`src/core/tpg_pkg.sv`:
```
// tpg_pkg: constants and types for the output test pattern generator.
// assumes a classic wishbone slave with byte-wide registers at word addresses.
package tpg_pkg;
	localparam int          ADDR_W        = 14;
	localparam int          WORD_W        = 16;
	// printed offsets are register indices; byte address is four times the index
	localparam logic [11:0] IDX_CONTROL   = 12'h550;
	localparam logic [11:0] IDX_PAT_FIRST = 12'h551;
	localparam logic [11:0] IDX_PAT_LAST  = 12'h558;
	localparam logic [7:0]  CONTROL_RESET = 8'h00;
	localparam logic [7:0]  CONTROL_WMASK = 8'hBF;
	localparam int          BIT_ONESHOT   = 7;
	localparam int          BIT_LONG_RST  = 5;
	localparam int          BIT_SHORT_RST = 4;
	localparam logic [15:0] WORD_MID      = 16'h0000;
	localparam logic [15:0] WORD_POS_FS   = 16'h7FFF;
	localparam logic [15:0] WORD_NEG_FS   = 16'h8000;
	localparam logic [15:0] WORD_CHECK_A  = 16'hAAAA;
	localparam logic [15:0] WORD_CHECK_B  = 16'h5555;
	localparam logic [15:0] WORD_ONES     = 16'hFFFF;
	localparam logic [15:0] WORD_ZEROS    = 16'h0000;
	localparam logic [22:0] LONG_SEED     = 23'h7FFFFF;
	localparam logic [8:0]  SHORT_SEED    = 9'h1FF;
	localparam logic [2:0]  SEQ_DONE      = 3'h4;

	typedef enum logic [3:0] {
		MODE_NORMAL   = 4'b0000,
		MODE_MID      = 4'b0001,
		MODE_POS_FS   = 4'b0010,
		MODE_NEG_FS   = 4'b0011,
		MODE_CHECKER  = 4'b0100,
		MODE_PN_LONG  = 4'b0101,
		MODE_PN_SHORT = 4'b0110,
		MODE_TOGGLE   = 4'b0111,
		MODE_USER     = 4'b1000
	} tpg_mode_type;

	typedef struct packed {
		logic        valid;
		logic [15:0] data;
	} tpg_sample_type;
endpackage

```
`src/core/tpg_gen.sv`:
```
// tpg_gen: test pattern substitution on the converter sample path, wishbone registers.
// assumes samples arrive one per core_clk; the framer takes one per core_clk.
//
// Functional notes
// - four-bit mode selects normal data, midscale, full scales, checker, pn, toggle.
// - mode 1000 outputs the four stored user patterns instead of samples.
// - sequence selection bit only matters in mode 1000.
// - selection clear: patterns one to four, one cycle each, repeating.
// - selection set: patterns one to four once, then all-zero words.
// - long pn generator held in reset while its control bit is one.
// - short pn generator held in reset while its control bit is one.
// - each pattern is two byte registers, low then high, consecutive pairs.
//
// Added by the designer: the Wishbone slave port.
`timescale 1ns/10ps
module tpg_gen (
	// clock and reset
	input  wire logic                  core_clk,
	input  wire logic                  rst_b,
	// wishbone slave
	input  wire logic                  wb_cyc_i,
	input  wire logic                  wb_stb_i,
	input  wire logic                  wb_we_i,
	input  wire logic [13:0]           wb_adr_i,
	input  wire logic [3:0]            wb_sel_i,
	input  wire logic [31:0]           wb_dat_i,
	output logic      [31:0]           wb_dat_o,
	output logic                       wb_ack_o,
	output logic                       wb_err_o,
	// converter sample stream
	input  wire tpg_pkg::tpg_sample_type sample_in,
	// to the output framer
	output tpg_pkg::tpg_sample_type    sample_out
);
	logic [7:0]         control;
	logic [7:0]         next_control;
	logic [7:0]         pat_byte [0:7];
	logic [7:0]         next_pat_byte [0:7];
	logic               ack;
	logic               next_ack;
	logic               err;
	logic               next_err;
	logic [31:0]        rdata;
	logic [31:0]        next_rdata;
	logic [22:0]        long_pn;
	logic [22:0]        next_long_pn;
	logic [8:0]         short_pn;
	logic [8:0]         next_short_pn;
	logic               phase;
	logic               next_phase;
	logic [2:0]         seq;
	logic [2:0]         next_seq;
	tpg_pkg::tpg_sample_type out_q;
	tpg_pkg::tpg_sample_type next_out;
	logic [15:0]        user_word [0:3];

	wire logic [11:0] idx     = wb_adr_i[13:2];
	wire logic        req     = wb_cyc_i && wb_stb_i && !ack && !err;
	wire logic        hit_ctl = (idx == tpg_pkg::IDX_CONTROL);
	wire logic        hit_pat = (idx >= tpg_pkg::IDX_PAT_FIRST) && (idx <= tpg_pkg::IDX_PAT_LAST);
	wire logic [2:0]  pat_sel = 3'(idx - tpg_pkg::IDX_PAT_FIRST);
	wire logic [3:0]  mode    = control[3:0];
	wire logic        oneshot = control[tpg_pkg::BIT_ONESHOT];

	// pattern n low byte at even slot, high byte at odd slot
	genvar gi;
	generate
		for (gi = 0; gi < 4; gi++) begin : g_user
			assign user_word[gi] = {pat_byte[2*gi+1], pat_byte[2*gi]};
		end
	endgenerate

	assign wb_ack_o   = ack;
	assign wb_err_o   = err;
	assign wb_dat_o   = rdata;
	assign sample_out = out_q;

	// register bus: one-cycle latency, unmapped addresses answer with err
	always_comb begin
		next_control = control;
		for (int i = 0; i < 8; i++) begin
			next_pat_byte[i] = pat_byte[i];
		end
		next_ack   = 1'b0;
		next_err   = 1'b0;
		next_rdata = 32'h00000000;
		if (req) begin
			if (hit_ctl || hit_pat) begin
				next_ack = 1'b1;
				if (wb_we_i && wb_sel_i[0]) begin
					if (hit_ctl) begin
						// bit 6 stays reserved, reads zero
						next_control = wb_dat_i[7:0] & tpg_pkg::CONTROL_WMASK;
					end else begin
						next_pat_byte[pat_sel] = wb_dat_i[7:0];
					end
				end
				if (!wb_we_i) begin
					next_rdata = {24'h000000, hit_ctl ? control : pat_byte[pat_sel]};
				end
			end else begin
				next_err = 1'b1;
			end
		end
	end

	always_ff @(posedge core_clk or negedge rst_b) begin
		if (!rst_b) begin
			control <= tpg_pkg::CONTROL_RESET;
			for (int i = 0; i < 8; i++) begin
				pat_byte[i] <= 8'h00;
			end
			ack   <= 1'b0;
			err   <= 1'b0;
			rdata <= 32'h00000000;
		end else begin
			control <= next_control;
			for (int i = 0; i < 8; i++) begin
				pat_byte[i] <= next_pat_byte[i];
			end
			ack   <= next_ack;
			err   <= next_err;
			rdata <= next_rdata;
		end
	end

	// generators and output word selection
	always_comb begin
		// x^23 + x^18 + 1 and x^9 + x^5 + 1 chosen for maximal length
		if (control[tpg_pkg::BIT_LONG_RST]) begin
			next_long_pn = tpg_pkg::LONG_SEED;
		end else begin
			next_long_pn = {long_pn[21:0], long_pn[22] ^ long_pn[17]};
		end
		if (control[tpg_pkg::BIT_SHORT_RST]) begin
			next_short_pn = tpg_pkg::SHORT_SEED;
		end else begin
			next_short_pn = {short_pn[7:0], short_pn[8] ^ short_pn[4]};
		end
		next_phase = ~phase;
		// sequence restarts whenever the user mode is left, so re-entry starts at pattern one
		if (mode != tpg_pkg::MODE_USER) begin
			next_seq = 3'h0;
		end else if (seq == tpg_pkg::SEQ_DONE) begin
			next_seq = tpg_pkg::SEQ_DONE;
		end else if (seq == 3'h3 && !oneshot) begin
			next_seq = 3'h0;
		end else begin
			next_seq = 3'(seq + 3'h1);
		end
		next_out.valid = sample_in.valid;
		case (mode)
			tpg_pkg::MODE_NORMAL:   next_out.data = sample_in.data;
			tpg_pkg::MODE_MID:      next_out.data = tpg_pkg::WORD_MID;
			tpg_pkg::MODE_POS_FS:   next_out.data = tpg_pkg::WORD_POS_FS;
			tpg_pkg::MODE_NEG_FS:   next_out.data = tpg_pkg::WORD_NEG_FS;
			tpg_pkg::MODE_CHECKER:  next_out.data = phase ? tpg_pkg::WORD_CHECK_B : tpg_pkg::WORD_CHECK_A;
			tpg_pkg::MODE_PN_LONG:  next_out.data = long_pn[15:0];
			tpg_pkg::MODE_PN_SHORT: next_out.data = {short_pn[6:0], short_pn};
			tpg_pkg::MODE_TOGGLE:   next_out.data = phase ? tpg_pkg::WORD_ZEROS : tpg_pkg::WORD_ONES;
			// selection bit is not read here; it acts only through seq, set by the sequence logic above
			tpg_pkg::MODE_USER: begin
				next_out.data = (seq == tpg_pkg::SEQ_DONE) ? tpg_pkg::WORD_ZEROS : user_word[seq[1:0]];
			end
			default:                next_out.data = tpg_pkg::WORD_ZEROS;
		endcase
	end

	always_ff @(posedge core_clk or negedge rst_b) begin
		if (!rst_b) begin
			long_pn  <= tpg_pkg::LONG_SEED;
			short_pn <= tpg_pkg::SHORT_SEED;
			phase    <= 1'b0;
			seq      <= 3'h0;
			out_q    <= '0;
		end else begin
			long_pn  <= next_long_pn;
			short_pn <= next_short_pn;
			phase    <= next_phase;
			seq      <= next_seq;
			out_q    <= next_out;
		end
	end

	// rst_b in the antecedent: the release edge itself must not start an attempt
	a_pass_normal: assert property (@(posedge core_clk) disable iff (!rst_b)
		rst_b && mode == tpg_pkg::MODE_NORMAL |=> sample_out.data == $past(sample_in.data))
		else $error("normal mode did not pass sample");
	a_pos_full: assert property (@(posedge core_clk) disable iff (!rst_b)
		mode == tpg_pkg::MODE_POS_FS |=> sample_out.data == tpg_pkg::WORD_POS_FS)
		else $error("positive full scale word wrong");
	a_user_first: assert property (@(posedge core_clk) disable iff (!rst_b)
		mode == tpg_pkg::MODE_USER && $past(mode) != tpg_pkg::MODE_USER
		|=> sample_out.data == $past(user_word[0]))
		else $error("user sequence did not start at pattern one");
	a_repeat_four: assert property (@(posedge core_clk) disable iff (!rst_b)
		(mode == tpg_pkg::MODE_USER && !oneshot && seq == 3'h3) ##1
		(mode == tpg_pkg::MODE_USER && !oneshot) |-> seq == 3'h0)
		else $error("repeat mode did not wrap after pattern four");
	a_single_zero: assert property (@(posedge core_clk) disable iff (!rst_b)
		(mode == tpg_pkg::MODE_USER && oneshot && seq == tpg_pkg::SEQ_DONE) |=> sample_out.data == 16'h0000)
		else $error("single mode output not zero after sequence");
	a_seq_idle: assert property (@(posedge core_clk) disable iff (!rst_b)
		mode != tpg_pkg::MODE_USER |=> $past(mode) == tpg_pkg::MODE_USER || seq == 3'h0)
		else $error("user sequence advanced outside user mode");
	a_long_held: assert property (@(posedge core_clk) disable iff (!rst_b)
		control[tpg_pkg::BIT_LONG_RST] |=> long_pn == tpg_pkg::LONG_SEED)
		else $error("long generator ran while held");
	a_short_held: assert property (@(posedge core_clk) disable iff (!rst_b)
		control[tpg_pkg::BIT_SHORT_RST] |=> short_pn == tpg_pkg::SHORT_SEED)
		else $error("short generator ran while held");
	a_short_runs: assert property (@(posedge core_clk) disable iff (!rst_b)
		!control[tpg_pkg::BIT_SHORT_RST] && $past(!control[tpg_pkg::BIT_SHORT_RST]) && $past(rst_b)
		|-> short_pn != $past(short_pn))
		else $error("short generator stalled");
	a_pat_write: assert property (@(posedge core_clk) disable iff (!rst_b)
		req && hit_pat && wb_we_i && wb_sel_i[0] |=> pat_byte[$past(pat_sel)] == $past(wb_dat_i[7:0]))
		else $error("pattern byte write lost");
	a_ack_once: assert property (@(posedge core_clk) disable iff (!rst_b)
		wb_ack_o |=> !wb_ack_o)
		else $error("ack held longer than one cycle");

	// fixed and generated words
	a_mid_word: assert property (@(posedge core_clk) disable iff (!rst_b)
		mode == tpg_pkg::MODE_MID |=> sample_out.data == tpg_pkg::WORD_MID)
		else $error("midscale word wrong");

	a_neg_full: assert property (@(posedge core_clk) disable iff (!rst_b)
		mode == tpg_pkg::MODE_NEG_FS |=> sample_out.data == tpg_pkg::WORD_NEG_FS)
		else $error("negative full scale word wrong");

	a_checker_word: assert property (@(posedge core_clk) disable iff (!rst_b)
		mode == tpg_pkg::MODE_CHECKER |=> sample_out.data == tpg_pkg::WORD_CHECK_A || sample_out.data == tpg_pkg::WORD_CHECK_B)
		else $error("checker word wrong");

	a_checker_flip: assert property (@(posedge core_clk) disable iff (!rst_b)
		(mode == tpg_pkg::MODE_CHECKER) ##1 (mode == tpg_pkg::MODE_CHECKER) |=> sample_out.data != $past(sample_out.data))
		else $error("checker word did not alternate");

	a_toggle_word: assert property (@(posedge core_clk) disable iff (!rst_b)
		mode == tpg_pkg::MODE_TOGGLE |=> sample_out.data == tpg_pkg::WORD_ONES || sample_out.data == tpg_pkg::WORD_ZEROS)
		else $error("toggle word wrong");

	a_toggle_flip: assert property (@(posedge core_clk) disable iff (!rst_b)
		(mode == tpg_pkg::MODE_TOGGLE) ##1 (mode == tpg_pkg::MODE_TOGGLE) |=> sample_out.data != $past(sample_out.data))
		else $error("toggle word did not alternate");

	a_pn_long_word: assert property (@(posedge core_clk) disable iff (!rst_b)
		mode == tpg_pkg::MODE_PN_LONG |=> sample_out.data == $past(long_pn[15:0]))
		else $error("long pn word not on output");

	a_pn_short_word: assert property (@(posedge core_clk) disable iff (!rst_b)
		mode == tpg_pkg::MODE_PN_SHORT |=> sample_out.data == {$past(short_pn[6:0]), $past(short_pn)})
		else $error("short pn word not on output");

	a_long_runs: assert property (@(posedge core_clk) disable iff (!rst_b)
		!control[tpg_pkg::BIT_LONG_RST] && $past(!control[tpg_pkg::BIT_LONG_RST]) && $past(rst_b)
		|-> long_pn != $past(long_pn))
		else $error("long generator stalled");

	// user pattern sequencing
	a_user_word: assert property (@(posedge core_clk) disable iff (!rst_b)
		mode == tpg_pkg::MODE_USER && seq != tpg_pkg::SEQ_DONE |=> sample_out.data == $past(user_word[seq[1:0]]))
		else $error("user pattern word wrong");

	a_repeat_order: assert property (@(posedge core_clk) disable iff (!rst_b)
		(mode == tpg_pkg::MODE_USER && seq < 3'h3) ##1 (mode == tpg_pkg::MODE_USER) |-> seq == 3'($past(seq) + 3'h1))
		else $error("user sequence skipped a pattern");

	a_single_stays: assert property (@(posedge core_clk) disable iff (!rst_b)
		(mode == tpg_pkg::MODE_USER && seq == tpg_pkg::SEQ_DONE) ##1 (mode == tpg_pkg::MODE_USER)
		|-> seq == tpg_pkg::SEQ_DONE)
		else $error("single sequence restarted");

	// undefined mode codes still replace the samples
	a_default_zero: assert property (@(posedge core_clk) disable iff (!rst_b)
		rst_b && mode > tpg_pkg::MODE_USER |=> sample_out.data == tpg_pkg::WORD_ZEROS)
		else $error("undefined mode passed samples");

	a_valid_pass: assert property (@(posedge core_clk) disable iff (!rst_b)
		rst_b |=> sample_out.valid == $past(sample_in.valid))
		else $error("sample valid not passed through");

	// register bus
	a_ctl_write: assert property (@(posedge core_clk) disable iff (!rst_b)
		req && hit_ctl && wb_we_i && wb_sel_i[0] |=> control == ($past(wb_dat_i[7:0]) & tpg_pkg::CONTROL_WMASK))
		else $error("control write lost");

	a_ack_mapped: assert property (@(posedge core_clk) disable iff (!rst_b)
		req && (hit_ctl || hit_pat) |=> wb_ack_o && !wb_err_o)
		else $error("mapped access not acknowledged");

	a_err_unmapped: assert property (@(posedge core_clk) disable iff (!rst_b)
		req && !hit_ctl && !hit_pat |=> wb_err_o && !wb_ack_o)
		else $error("unmapped access not refused");

	a_read_data: assert property (@(posedge core_clk) disable iff (!rst_b)
		req && hit_pat && !wb_we_i |=> wb_dat_o == {24'h000000, $past(pat_byte[pat_sel])})
		else $error("pattern byte read wrong");

	a_idle_data: assert property (@(posedge core_clk) disable iff (!rst_b)
		!wb_ack_o |-> wb_dat_o == 32'h00000000)
		else $error("read data not zero without ack");
endmodule // tpg_gen

```
`config.mk`:
```
export PLATFORM = sky130hd
export DESIGN_NAME = tpg_gen
export DESIGN_NICKNAME = d
export VERILOG_FILES = /design/src/core/tpg_pkg.sv /design/src/core/tpg_gen.sv
export SDC_FILE = /design/constraint.sdc
export NUM_CORES = 1
export LEC_CHECK = 0
export ABC_AREA = 1
export BUFFER_PORTS_ARGS = -buffer_cell sky130_fd_sc_hd__buf_2
export CAP_MARGIN = 20
export CORE_MARGIN = 4
export CORE_UTILIZATION = 50
export DETAILED_ROUTE_END_ITERATION = 16
export PLACE_DENSITY = 0.73
export SYNTH_ARGS = -nofsm -noshare
export SYNTH_HDL_FRONTEND = slang
export SYNTH_SLANG_ARGS = --single-unit
```
`constraint.sdc`:
```
create_clock -name core_clk -period 2 [get_ports core_clk]
set_input_delay 0.4 -clock core_clk [delete_from_list [all_inputs] [get_ports core_clk]]
set_output_delay 0.4 -clock core_clk [all_outputs]
set_load 0.005 [all_outputs]
```
==> report_table.html, run 1 <==
<table>
<tr><th>Metric</th><th>Value</th></tr>
<tr><th colspan="2">Run status</th></tr>
<tr><td>Run status</td><td>completed</td></tr>
<tr><th colspan="2">Timing</th></tr>
<tr><td>Fraction of the cycle the final worst path needs</td><td>90.6%</td></tr>
<tr><td>Worst Clk Skew</td><td>0.00941 ns</td></tr>
<tr><td>Maximum operating frequency</td><td>0.552 GHz</td></tr>
<tr><td>Fin worst setup slack</td><td>0.188 ns</td></tr>
<tr><td>Total count of max-transition violations in the final report</td><td>0</td></tr>
<tr><td>Number of setup violations in the final report</td><td>0</td></tr>
<tr><td>Number of failing hold endpoints at the final stage</td><td>0</td></tr>
<tr><td>Total Neg Setup Slack</td><td>0 ns</td></tr>
<tr><td>Time the worst path needs with I/O delays and setup</td><td>1.81 ns</td></tr>
<tr><td>Setup repair after global routing missed its margin</td><td>false</td></tr>
<tr><th colspan="2">Final layout</th></tr>
<tr><td>Final net count</td><td>1073</td></tr>
<tr><td>Area Overhead vs Synth</td><td>17.1%</td></tr>
<tr><td>Final std cells w/o fill</td><td>1189</td></tr>
<tr><td>Core Util, Final</td><td>59.7%</td></tr>
<tr><td>Antenna cell count</td><td>0</td></tr>
<tr><td>Number of fill cells in the layout</td><td>1245</td></tr>
<tr><td>Share of final-layout standard cells stronger than drive strength 1</td><td>20.0%</td></tr>
<tr><th colspan="2">Critical path</th></tr>
<tr><td>Critical path endpoint category</td><td>flop</td></tr>
<tr><td>Worst endpoint required time</td><td>2.35 ns</td></tr>
<tr><td>Kind of critical path</td><td>flop to flop</td></tr>
<tr><td>Arrival time of data at the critical path endpoint</td><td>2.16 ns</td></tr>
<tr><td>Startpoint class of the critical path</td><td>flop</td></tr>
<tr><td>Largest fanout on the critical path</td><td>15</td></tr>
<tr><td>Setup slack, reg-to-reg</td><td>0.19 ns</td></tr>
<tr><th colspan="2">Synth</th></tr>
<tr><td>Yosys warning count</td><td>0</td></tr>
<tr><td>Dominant register cell in the synthesized netlist</td><td>sky130_fd_sc_hd__dfrtp_1</td></tr>
<tr><td>Count of state elements after synthesis</td><td>134</td></tr>
<tr><td>Synth Area per Inst</td><td>7.66 um2</td></tr>
<tr><td>Proportion of register bits with asynchronous set or reset after synthesis</td><td>100%</td></tr>
<tr><td>Part of the Yosys area used for sequential elements</td><td>48.1%</td></tr>
<tr><td>Count of distinct cell types in the synthesized netlist</td><td>35</td></tr>
<tr><td>Post-synth design cell area</td><td>0.00705 mm2</td></tr>
<tr><td>Number of flops mapped to enable cells by yosys</td><td>0</td></tr>
<tr><td>Mapped Cells</td><td>920</td></tr>
<tr><th colspan="2">Floorplan</th></tr>
<tr><td>Core area</td><td>0.0138 mm2</td></tr>
<tr><td>Io pins</td><td>123</td></tr>
<tr><td>Row Count</td><td>43</td></tr>
<tr><td>Initial cell density of the core</td><td>51.0%</td></tr>
<tr><td>Die X-Extent</td><td>127 um</td></tr>
<tr><td>DIE AREA</td><td>0.0161 mm2</td></tr>
<tr><td>Vertical die dimension</td><td>127 um</td></tr>
<tr><th colspan="2">Placement</th></tr>
<tr><td>Placer congestion estimate</td><td>0.909</td></tr>
<tr><td>Number of cells after detailed placement</td><td>1156</td></tr>
<tr><td>Port-buffer cells</td><td>69</td></tr>
<tr><td>DPL Wire Length</td><td>13400 um</td></tr>
<tr><td>Worst setup timing slack at the placement stage</td><td>0.0274 ns</td></tr>
<tr><th colspan="2">Power and ir drop</th></tr>
<tr><td>Maximum vdd ir drop</td><td>0.599 mV</td></tr>
<tr><td>Total power</td><td>6490 uW</td></tr>
<tr><td>Power density over the cells</td><td>787 mW/mm2</td></tr>
<tr><td>Leak pwr</td><td>0.00436 uW</td></tr>
<tr><th colspan="2">GRT</th></tr>
<tr><td>Total gr overflow</td><td>0</td></tr>
<tr><td>Wire length of the first global-routing pass</td><td>30700 um</td></tr>
<tr><td>Pin count of the biggest net entering global routing</td><td>51</td></tr>
<tr><td>Met2 demand-to-capacity share in global routing</td><td>37.4%</td></tr>
<tr><td>Met1 track utilization from global routing</td><td>34.1%</td></tr>
<tr><td>GRT busiest layer</td><td>met2</td></tr>
<tr><td>Tot GR Track Use</td><td>24.3%</td></tr>
<tr><td>Number of antenna violations at the first check in global routing</td><td>0</td></tr>
<tr><td>Via count of the first global-routing pass</td><td>5871</td></tr>
<tr><td>Global Route met3 Usage</td><td>6.44%</td></tr>
<tr><th colspan="2">Routing</th></tr>
<tr><td>Number of iterations in the first detailed-routing pass</td><td>6</td></tr>
<tr><td>Wirelength per Cell</td><td>16.1 um</td></tr>
<tr><td>Routed Antenna Nets</td><td>0</td></tr>
<tr><td>Number of violations reported at the end of detailed-routing iteration 0</td><td>703</td></tr>
<tr><td>Detailed-route wire length</td><td>19100 um</td></tr>
<tr><td>DRC violation count after routing</td><td>0</td></tr>
<tr><td>Vias per std cell</td><td>5.33</td></tr>
<tr><td>Total via count in the routed design</td><td>6333</td></tr>
<tr><th colspan="2">Clock tree</th></tr>
<tr><td>Latest clock arrival within the worst-skew pair</td><td>0.42 ns</td></tr>
<tr><td>Maximum clock path buffer count</td><td>2</td></tr>
<tr><td>Clock sink total</td><td>134</td></tr>
<tr><td>Root buffer selected by CTS</td><td>sky130_fd_sc_hd__clkbuf_16</td></tr>
<tr><td>Total setup buffers inserted after CTS</td><td>0</td></tr>
<tr><td>Clock transition at path regs</td><td>0.06 ns</td></tr>
<tr><td>Htree depth</td><td>4</td></tr>
<tr><td>CTS tree</td><td>done</td></tr>
<tr><td>Number of buffers added by the clock tree synthesis step</td><td>17</td></tr>
<tr><th colspan="2">Run</th></tr>
<tr><td>Max-cap violations</td><td>0</td></tr>
<tr><th colspan="2">Min path</th></tr>
<tr><td>Path type of the worst min-delay path</td><td>primary input to flop</td></tr>
</table>
[cell usage after synthesis, types with 2 or more instances]
cell type	n	area [um2]
sky130_fd_sc_hd__nand3_2	2	20.0
sky130_fd_sc_hd__inv_1	61	229
sky130_fd_sc_hd__a31oi_1	2	12.5
sky130_fd_sc_hd__nand2_1	281	1050
sky130_fd_sc_hd__inv_2	4	15.0
sky130_fd_sc_hd__a21oi_1	37	185
sky130_fd_sc_hd__clkbuf_1	21	78.8
sky130_fd_sc_hd__dfrtp_1	102	2550
sky130_fd_sc_hd__a211oi_1	2	15.0
sky130_fd_sc_hd__buf_2	13	65.1
sky130_fd_sc_hd__o21ai_0	73	365
sky130_fd_sc_hd__clkinv_1	5	18.8
sky130_fd_sc_hd__nor3_4	4	65.1
sky130_fd_sc_hd__buf_4	30	225
sky130_fd_sc_hd__ha_1	5	62.6
sky130_fd_sc_hd__nand4_1	13	81.3
sky130_fd_sc_hd__or2_2	12	75.1
sky130_fd_sc_hd__nor3_1	3	15.0
sky130_fd_sc_hd__nor2_1	88	330
sky130_fd_sc_hd__o21ai_1	5	25.0
sky130_fd_sc_hd__nand3_1	94	470
sky130_fd_sc_hd__nand2_2	4	25.0
sky130_fd_sc_hd__buf_1	2	7.51
sky130_fd_sc_hd__dfstp_2	32	841
sky130_fd_sc_hd__nor2_2	2	12.5
sky130_fd_sc_hd__o22ai_1	11	68.8
sky130_fd_sc_hd__nand2_4	4	45.0
[where the power goes]
group	internal, uW	switching (uW)	leakage [uW]
logic	180	368	0.00235
registers	2790	22.6	0.00171
clock network	1910	1220	0.000300
[flip-flops by register name, summed over array words and instances (netlist names)]
register	flops
phase	1
seq	3
control	7
pat_byte	64
wb_dat_o	8
sample_out	17
short_pn	9
wb_ack_o	1
long_pn	23
wb_err_o	1
[cell type report]
type                    count  area [um2]  share of cell area, %
repair buffers            101         669                   8.11
well taps                 180         225                   2.73
multi-input cells         672        3090                   37.5
clock inverters            11         108                   1.30
clock buffers              21         493                   5.97
flip-flops and latches    134        3390                   41.1
inverters                  70         273                   3.30
[cell families (layout without fill, tap and decap cells)]
kind of cell	count (synthesis)	after routing	synth area share, %
AO/OA/AOI/OAI	133	133	9.87
adder cells (fa/ha/maj)	5	5	0.888
buffers and inverters	137	203	9.36
flip-flops	134	134	48.1
other	1	24	0.0532
AND/OR/NAND/NOR	510	510	31.7
[per-stage QoR]
stage / hold WS [ns] / area, um2
global route: 0.0719 / 8250
detailed placement: 0.359 / 7630
global placement: 0.360 / 7630
floorplan: 0.104 / 7150
CTS: 0.0724 / 8240
finish: 0.0822 / 8250
[routing by layer]
metal | wire length [um] | share of wire, %
met1 | 8190 | 43
met2 | 8820 | 46
met3 | 1730 | 9.0
met4 | 398 | 2.1
met5 | 0 | 0
[repair_timing]
item | in CTS | in global routing
hold buffers | 1 | 0
endpoints found under the hold margin | 29 | 0
gates resized for setup | 0 | 3
setup endpoints to repair | 0 | 3
[final timing paths]
kind                               start             end  cells past startpoint
max in group asynchronous          rst_b     long_pn[22]                      3
hold reg to reg               long_pn[7]      long_pn[8]                      2
setup reg to reg              control[1]  sample_out[11]                      7
min in group asynchronous          rst_b        wb_err_o                      2
setup / recovery              control[1]  sample_out[11]                      7
hold / removal             sample_in[16]  sample_out[16]                      1
[critical path, stage by stage (launching register included)]
cell and delay, ns:
sky130_fd_sc_hd__dfrtp_1 0.43, sky130_fd_sc_hd__nor2_1 0.42, sky130_fd_sc_hd__nand2_1 0.18, sky130_fd_sc_hd__clkinvlp_4 0.26, sky130_fd_sc_hd__nand2_1 0.08, sky130_fd_sc_hd__o21ai_0 0.13
sky130_fd_sc_hd__a21oi_1 0.12, sky130_fd_sc_hd__nand3_1 0.13
[cell usage in the layout (no fill, tap or decap), types with 6 or more instances in the layout]
master,Yosys,layout
sky130_fd_sc_hd__or2_2,12,12
sky130_fd_sc_hd__a21oi_1,37,37
sky130_fd_sc_hd__clkbuf_16,0,19
sky130_fd_sc_hd__o22ai_1,11,11
sky130_fd_sc_hd__nand2_1,281,280
sky130_fd_sc_hd__nand3_1,94,94
sky130_fd_sc_hd__nand4_1,13,13
sky130_fd_sc_hd__dfrtp_1,102,102
sky130_fd_sc_hd__o21ai_0,73,73
sky130_fd_sc_hd__buf_4,30,25
sky130_fd_sc_hd__nor2_1,88,88
sky130_fd_sc_hd__conb_1,1,24
sky130_fd_sc_hd__buf_2,13,68
sky130_fd_sc_hd__buf_12,1,6
sky130_fd_sc_hd__dfstp_2,32,32
sky130_fd_sc_hd__inv_1,61,59
(Power assumes the default switching activity.)
==> run 2: changes to the inputs <==
--- a/config.mk
+++ b/config.mk
@@ -10,8 +10,10 @@
 export CAP_MARGIN = 20
 export CORE_MARGIN = 4
 export CORE_UTILIZATION = 50
+export CTS_BUF_LIST = sky130_fd_sc_hd__clkbuf_8 sky130_fd_sc_hd__clkbuf_16
 export DETAILED_ROUTE_END_ITERATION = 16
 export PLACE_DENSITY = 0.73
+export SETUP_SLACK_MARGIN = 0.2
 export SYNTH_ARGS = -nofsm -noshare
 export SYNTH_HDL_FRONTEND = slang
 export SYNTH_SLANG_ARGS = --single-unit
==> report_table.html, run 2 (synthesized netlist as in run 1, its figures left out) <==
<table>
<tr><th>Metric</th><th>Value</th></tr>
<tr><th colspan="2">Run status</th></tr>
<tr><td>Run status</td><td>completed</td></tr>
<tr><th colspan="2">Timing</th></tr>
<tr><td>Number of failing hold endpoints at the final stage</td><td>0 (unchanged)</td></tr>
<tr><td>Fraction of the cycle the final worst path needs</td><td>86.4% (-4.2 points)</td></tr>
<tr><td>Worst Clk Skew</td><td>0.0103 ns (+0.000914 ns)</td></tr>
<tr><td>Number of setup violations in the final report</td><td>0 (unchanged)</td></tr>
<tr><td>Fin worst setup slack</td><td>0.272 ns (+0.0832 ns)</td></tr>
<tr><td>Total Neg Setup Slack</td><td>0 ns (unchanged)</td></tr>
<tr><td>Total count of max-transition violations in the final report</td><td>0 (unchanged)</td></tr>
<tr><td>Time the worst path needs with I/O delays and setup</td><td>1.73 ns (-0.0832 ns)</td></tr>
<tr><td>Maximum operating frequency</td><td>0.579 GHz (+4.8%)</td></tr>
<tr><td>Setup repair after global routing missed its margin</td><td>false</td></tr>
<tr><th colspan="2">Routing</th></tr>
<tr><td>Detailed-route wire length</td><td>19000 um (-0.66%)</td></tr>
<tr><td>Routed Antenna Nets</td><td>0 (unchanged)</td></tr>
<tr><td>Vias per std cell</td><td>5.28 (-0.91%)</td></tr>
<tr><td>Number of iterations in the first detailed-routing pass</td><td>6 (unchanged)</td></tr>
<tr><td>DRC violation count after routing</td><td>0 (unchanged)</td></tr>
<tr><td>Number of violations reported at the end of detailed-routing iteration 0</td><td>725 (+3.1%)</td></tr>
<tr><td>Wirelength per Cell</td><td>15.9 um (-1.2%)</td></tr>
<tr><td>Total via count in the routed design</td><td>6307 (-0.41%)</td></tr>
<tr><th colspan="2">Floorplan</th></tr>
<tr><td>Row Count</td><td>43 (unchanged)</td></tr>
<tr><td>Initial cell density of the core</td><td>51.0% (unchanged)</td></tr>
<tr><td>DIE AREA</td><td>0.0161 mm2 (unchanged)</td></tr>
<tr><td>Io pins</td><td>123 (unchanged)</td></tr>
<tr><td>Die X-Extent</td><td>127 um (unchanged)</td></tr>
<tr><td>Core area</td><td>0.0138 mm2 (unchanged)</td></tr>
<tr><td>Vertical die dimension</td><td>127 um (unchanged)</td></tr>
<tr><th colspan="2">Critical path</th></tr>
<tr><td>Critical path endpoint category</td><td>flop</td></tr>
<tr><td>Cell with the largest stage delay on the worst path</td><td>sky130_fd_sc_hd__dfrtp_1</td></tr>
<tr><td>Startpoint class of the critical path</td><td>flop</td></tr>
<tr><td>Kind of critical path</td><td>flop to flop</td></tr>
<tr><td>Cell-by-cell trace of the critical path</td><td>inv_1, nor2_2, nand2_1, buf_4, nor2_1, a211oi_1, nand3_1</td></tr>
<tr><td>Slowest cell delay on critical path</td><td>0.40 ns (-0.03 ns)</td></tr>
<tr><td>Buf/Inv on CP</td><td>2 (+1)</td></tr>
<tr><td>Largest fanout on the critical path</td><td>7 (-8)</td></tr>
<tr><td>Worst endpoint required time</td><td>2.27 ns (-0.08 ns)</td></tr>
<tr><td>Cell class contributing the biggest share of worst-path delay</td><td>simple AND/OR/NAND/NOR gates</td></tr>
<tr><td>Arrival time of data at the critical path endpoint</td><td>2.00 ns (-0.16 ns)</td></tr>
<tr><th colspan="2">GRT</th></tr>
<tr><td>Wire length of the first global-routing pass</td><td>30900 um (+0.49%)</td></tr>
<tr><td>Tot GR Track Use</td><td>24.4% (+0.13 points)</td></tr>
<tr><td>Pin count of the biggest net entering global routing</td><td>47 (-7.8%)</td></tr>
<tr><td>Number of antenna violations at the first check in global routing</td><td>0 (unchanged)</td></tr>
<tr><td>Total gr overflow</td><td>0 (unchanged)</td></tr>
<tr><td>Via count of the first global-routing pass</td><td>5835 (-0.61%)</td></tr>
<tr><th colspan="2">Run</th></tr>
<tr><td>Max-cap violations</td><td>0 (unchanged)</td></tr>
<tr><th colspan="2">Clock tree</th></tr>
<tr><td>Latest clock arrival within the worst-skew pair</td><td>0.42 ns (about the same)</td></tr>
<tr><td>Root buffer selected by CTS</td><td>sky130_fd_sc_hd__clkbuf_16</td></tr>
<tr><td>Maximum clock path buffer count</td><td>2 (unchanged)</td></tr>
<tr><td>CTS tree</td><td>done</td></tr>
<tr><td>Number of buffers added by the clock tree synthesis step</td><td>17 (unchanged)</td></tr>
<tr><td>Clock transition at path regs</td><td>0.06 ns (about the same)</td></tr>
<tr><td>Htree depth</td><td>4 (unchanged)</td></tr>
<tr><td>Clock sink total</td><td>134 (unchanged)</td></tr>
<tr><th colspan="2">Final layout</th></tr>
<tr><td>Antenna cell count</td><td>0 (unchanged)</td></tr>
<tr><td>Commonest non-fill, non-tap cells in the layout</td><td>sky130_fd_sc_hd__nand2_1, sky130_fd_sc_hd__dfrtp_1, sky130_fd_sc_hd__nand3_1</td></tr>
<tr><td>Register with the highest flop count</td><td>pat_byte</td></tr>
<tr><td>Number of fill cells in the layout</td><td>1240 (-0.40%)</td></tr>
<tr><td>Area Overhead vs Synth</td><td>18.1%</td></tr>
<tr><td>Number of flip-flops under the largest register name</td><td>64 (unchanged)</td></tr>
<tr><td>Sequential cell area</td><td>0.00339 mm2 (unchanged)</td></tr>
<tr><td>Area of the multi-input gates</td><td>0.00311 mm2 (+0.61%)</td></tr>
<tr><td>Leading cell type in the layout, fill and taps excluded</td><td>sky130_fd_sc_hd__nand2_1</td></tr>
<tr><td>Final net count</td><td>1079 (+0.56%)</td></tr>
<tr><td>Share of final-layout standard cells stronger than drive strength 1</td><td>20.7% (+0.67 points)</td></tr>
<tr><th colspan="2">Power and ir drop</th></tr>
<tr><td>Leak pwr</td><td>0.00439 uW (+0.58%)</td></tr>
<tr><td>Maximum vdd ir drop</td><td>1.08 mV (+81%)</td></tr>
<tr><td>Int Power</td><td>4750 uW (-2.8%)</td></tr>
<tr><td>Part of the power in the clock network</td><td>47.5% (-0.7 points)</td></tr>
<tr><td>Power density over the cells</td><td>773 mW/mm2 (-1.8%)</td></tr>
<tr><td>Combinational Power Share</td><td>8.7% (+0.3 points)</td></tr>
<tr><td>Switching part of the total power</td><td>26.2% (+1.4 points)</td></tr>
<tr><td>Switch Pwr</td><td>1680 uW (+4.5%)</td></tr>
<tr><td>Register share of total power</td><td>43.8% (+0.5 points)</td></tr>
<tr><th colspan="2">Placement</th></tr>
<tr><td>DPL Wire Length</td><td>13700 um (+1.6%)</td></tr>
<tr><td>Port-buffer cells</td><td>69 (unchanged)</td></tr>
<tr><td>Worst setup timing slack at the placement stage</td><td>-0.0248 ns (-0.0522 ns)</td></tr>
<tr><td>Placer congestion estimate</td><td>0.914 (+0.58%)</td></tr>
<tr><th colspan="2">Min path</th></tr>
<tr><td>Path type of the worst min-delay path</td><td>primary input to flop</td></tr>
</table>
-- run 2: routing by layer --
metal  wire length [um]  vias up  track usage, %
li1                   -     3091               -
met1               8360     2923            34.4
met2               9050      259            38.8
met3               1260       34            5.09
met4                352        0            6.37
met5                  0        -               0
-- run 2: area by class of cell --
class	instances	area share, %
tap	180	2.71
timing repair buffer	107	8.78
sequential	134	40.8
clock buffer	19	5.71
clock inverter	13	1.28
multi-input combinational	672	37.4
inverter	70	3.34
-- run 2: path summary, 6_finish.rpt --
| check | startpoint | end | slack [ns] | cells after the start |
|---|---|---|---|---|
| max | control[2] | sample_out[10] | 0.27 | 7 |
| min in group asynchronous | rst_b | wb_ack_o | 0.40 | 2 |
| min | sample_in[16] | sample_out[16] | 0.08 | 1 |
| min reg2reg | long_pn[9] | long_pn[10] | 0.47 | 2 |
| max reg2reg | control[2] | sample_out[10] | 0.27 | 7 |
| max in group asynchronous | rst_b | long_pn[19] | 0.95 | 3 |
-- run 2: timing repair --
action	in CTS	in global routing
setup buffers	0	1
resized for setup	0	4
setup endpoints to repair	0	34
hold endpoints to repair	21	0
hold buffers	1	0
-- run 2: power groups by stage --
stage	logic (uW)	registers, uW	clock network [uW]
global placement	545	2860	0
floorplan	345	2860	0
detailed placement	549	2860	0
CTS	556	2810	3090
global route	626	2820	3230
finish	560	2810	3060
-- run 2: through the flow --
step	cells	util, %	power, uW	hold slack [ns]	cell area (um2)
6_report	1195	60.2	6430	0.0839	8320
2_1_floorplan	943	-	3200	0.104	7210
5_1_grt	1195	60.2	6670	0.0641	8320
3_5_place_dp	1161	55.7	3410	0.269	7710
4_1_cts	1194	60.0	6450	0.0714	8300
3_3_place_gp	1161	55.7	3400	0.269	7710
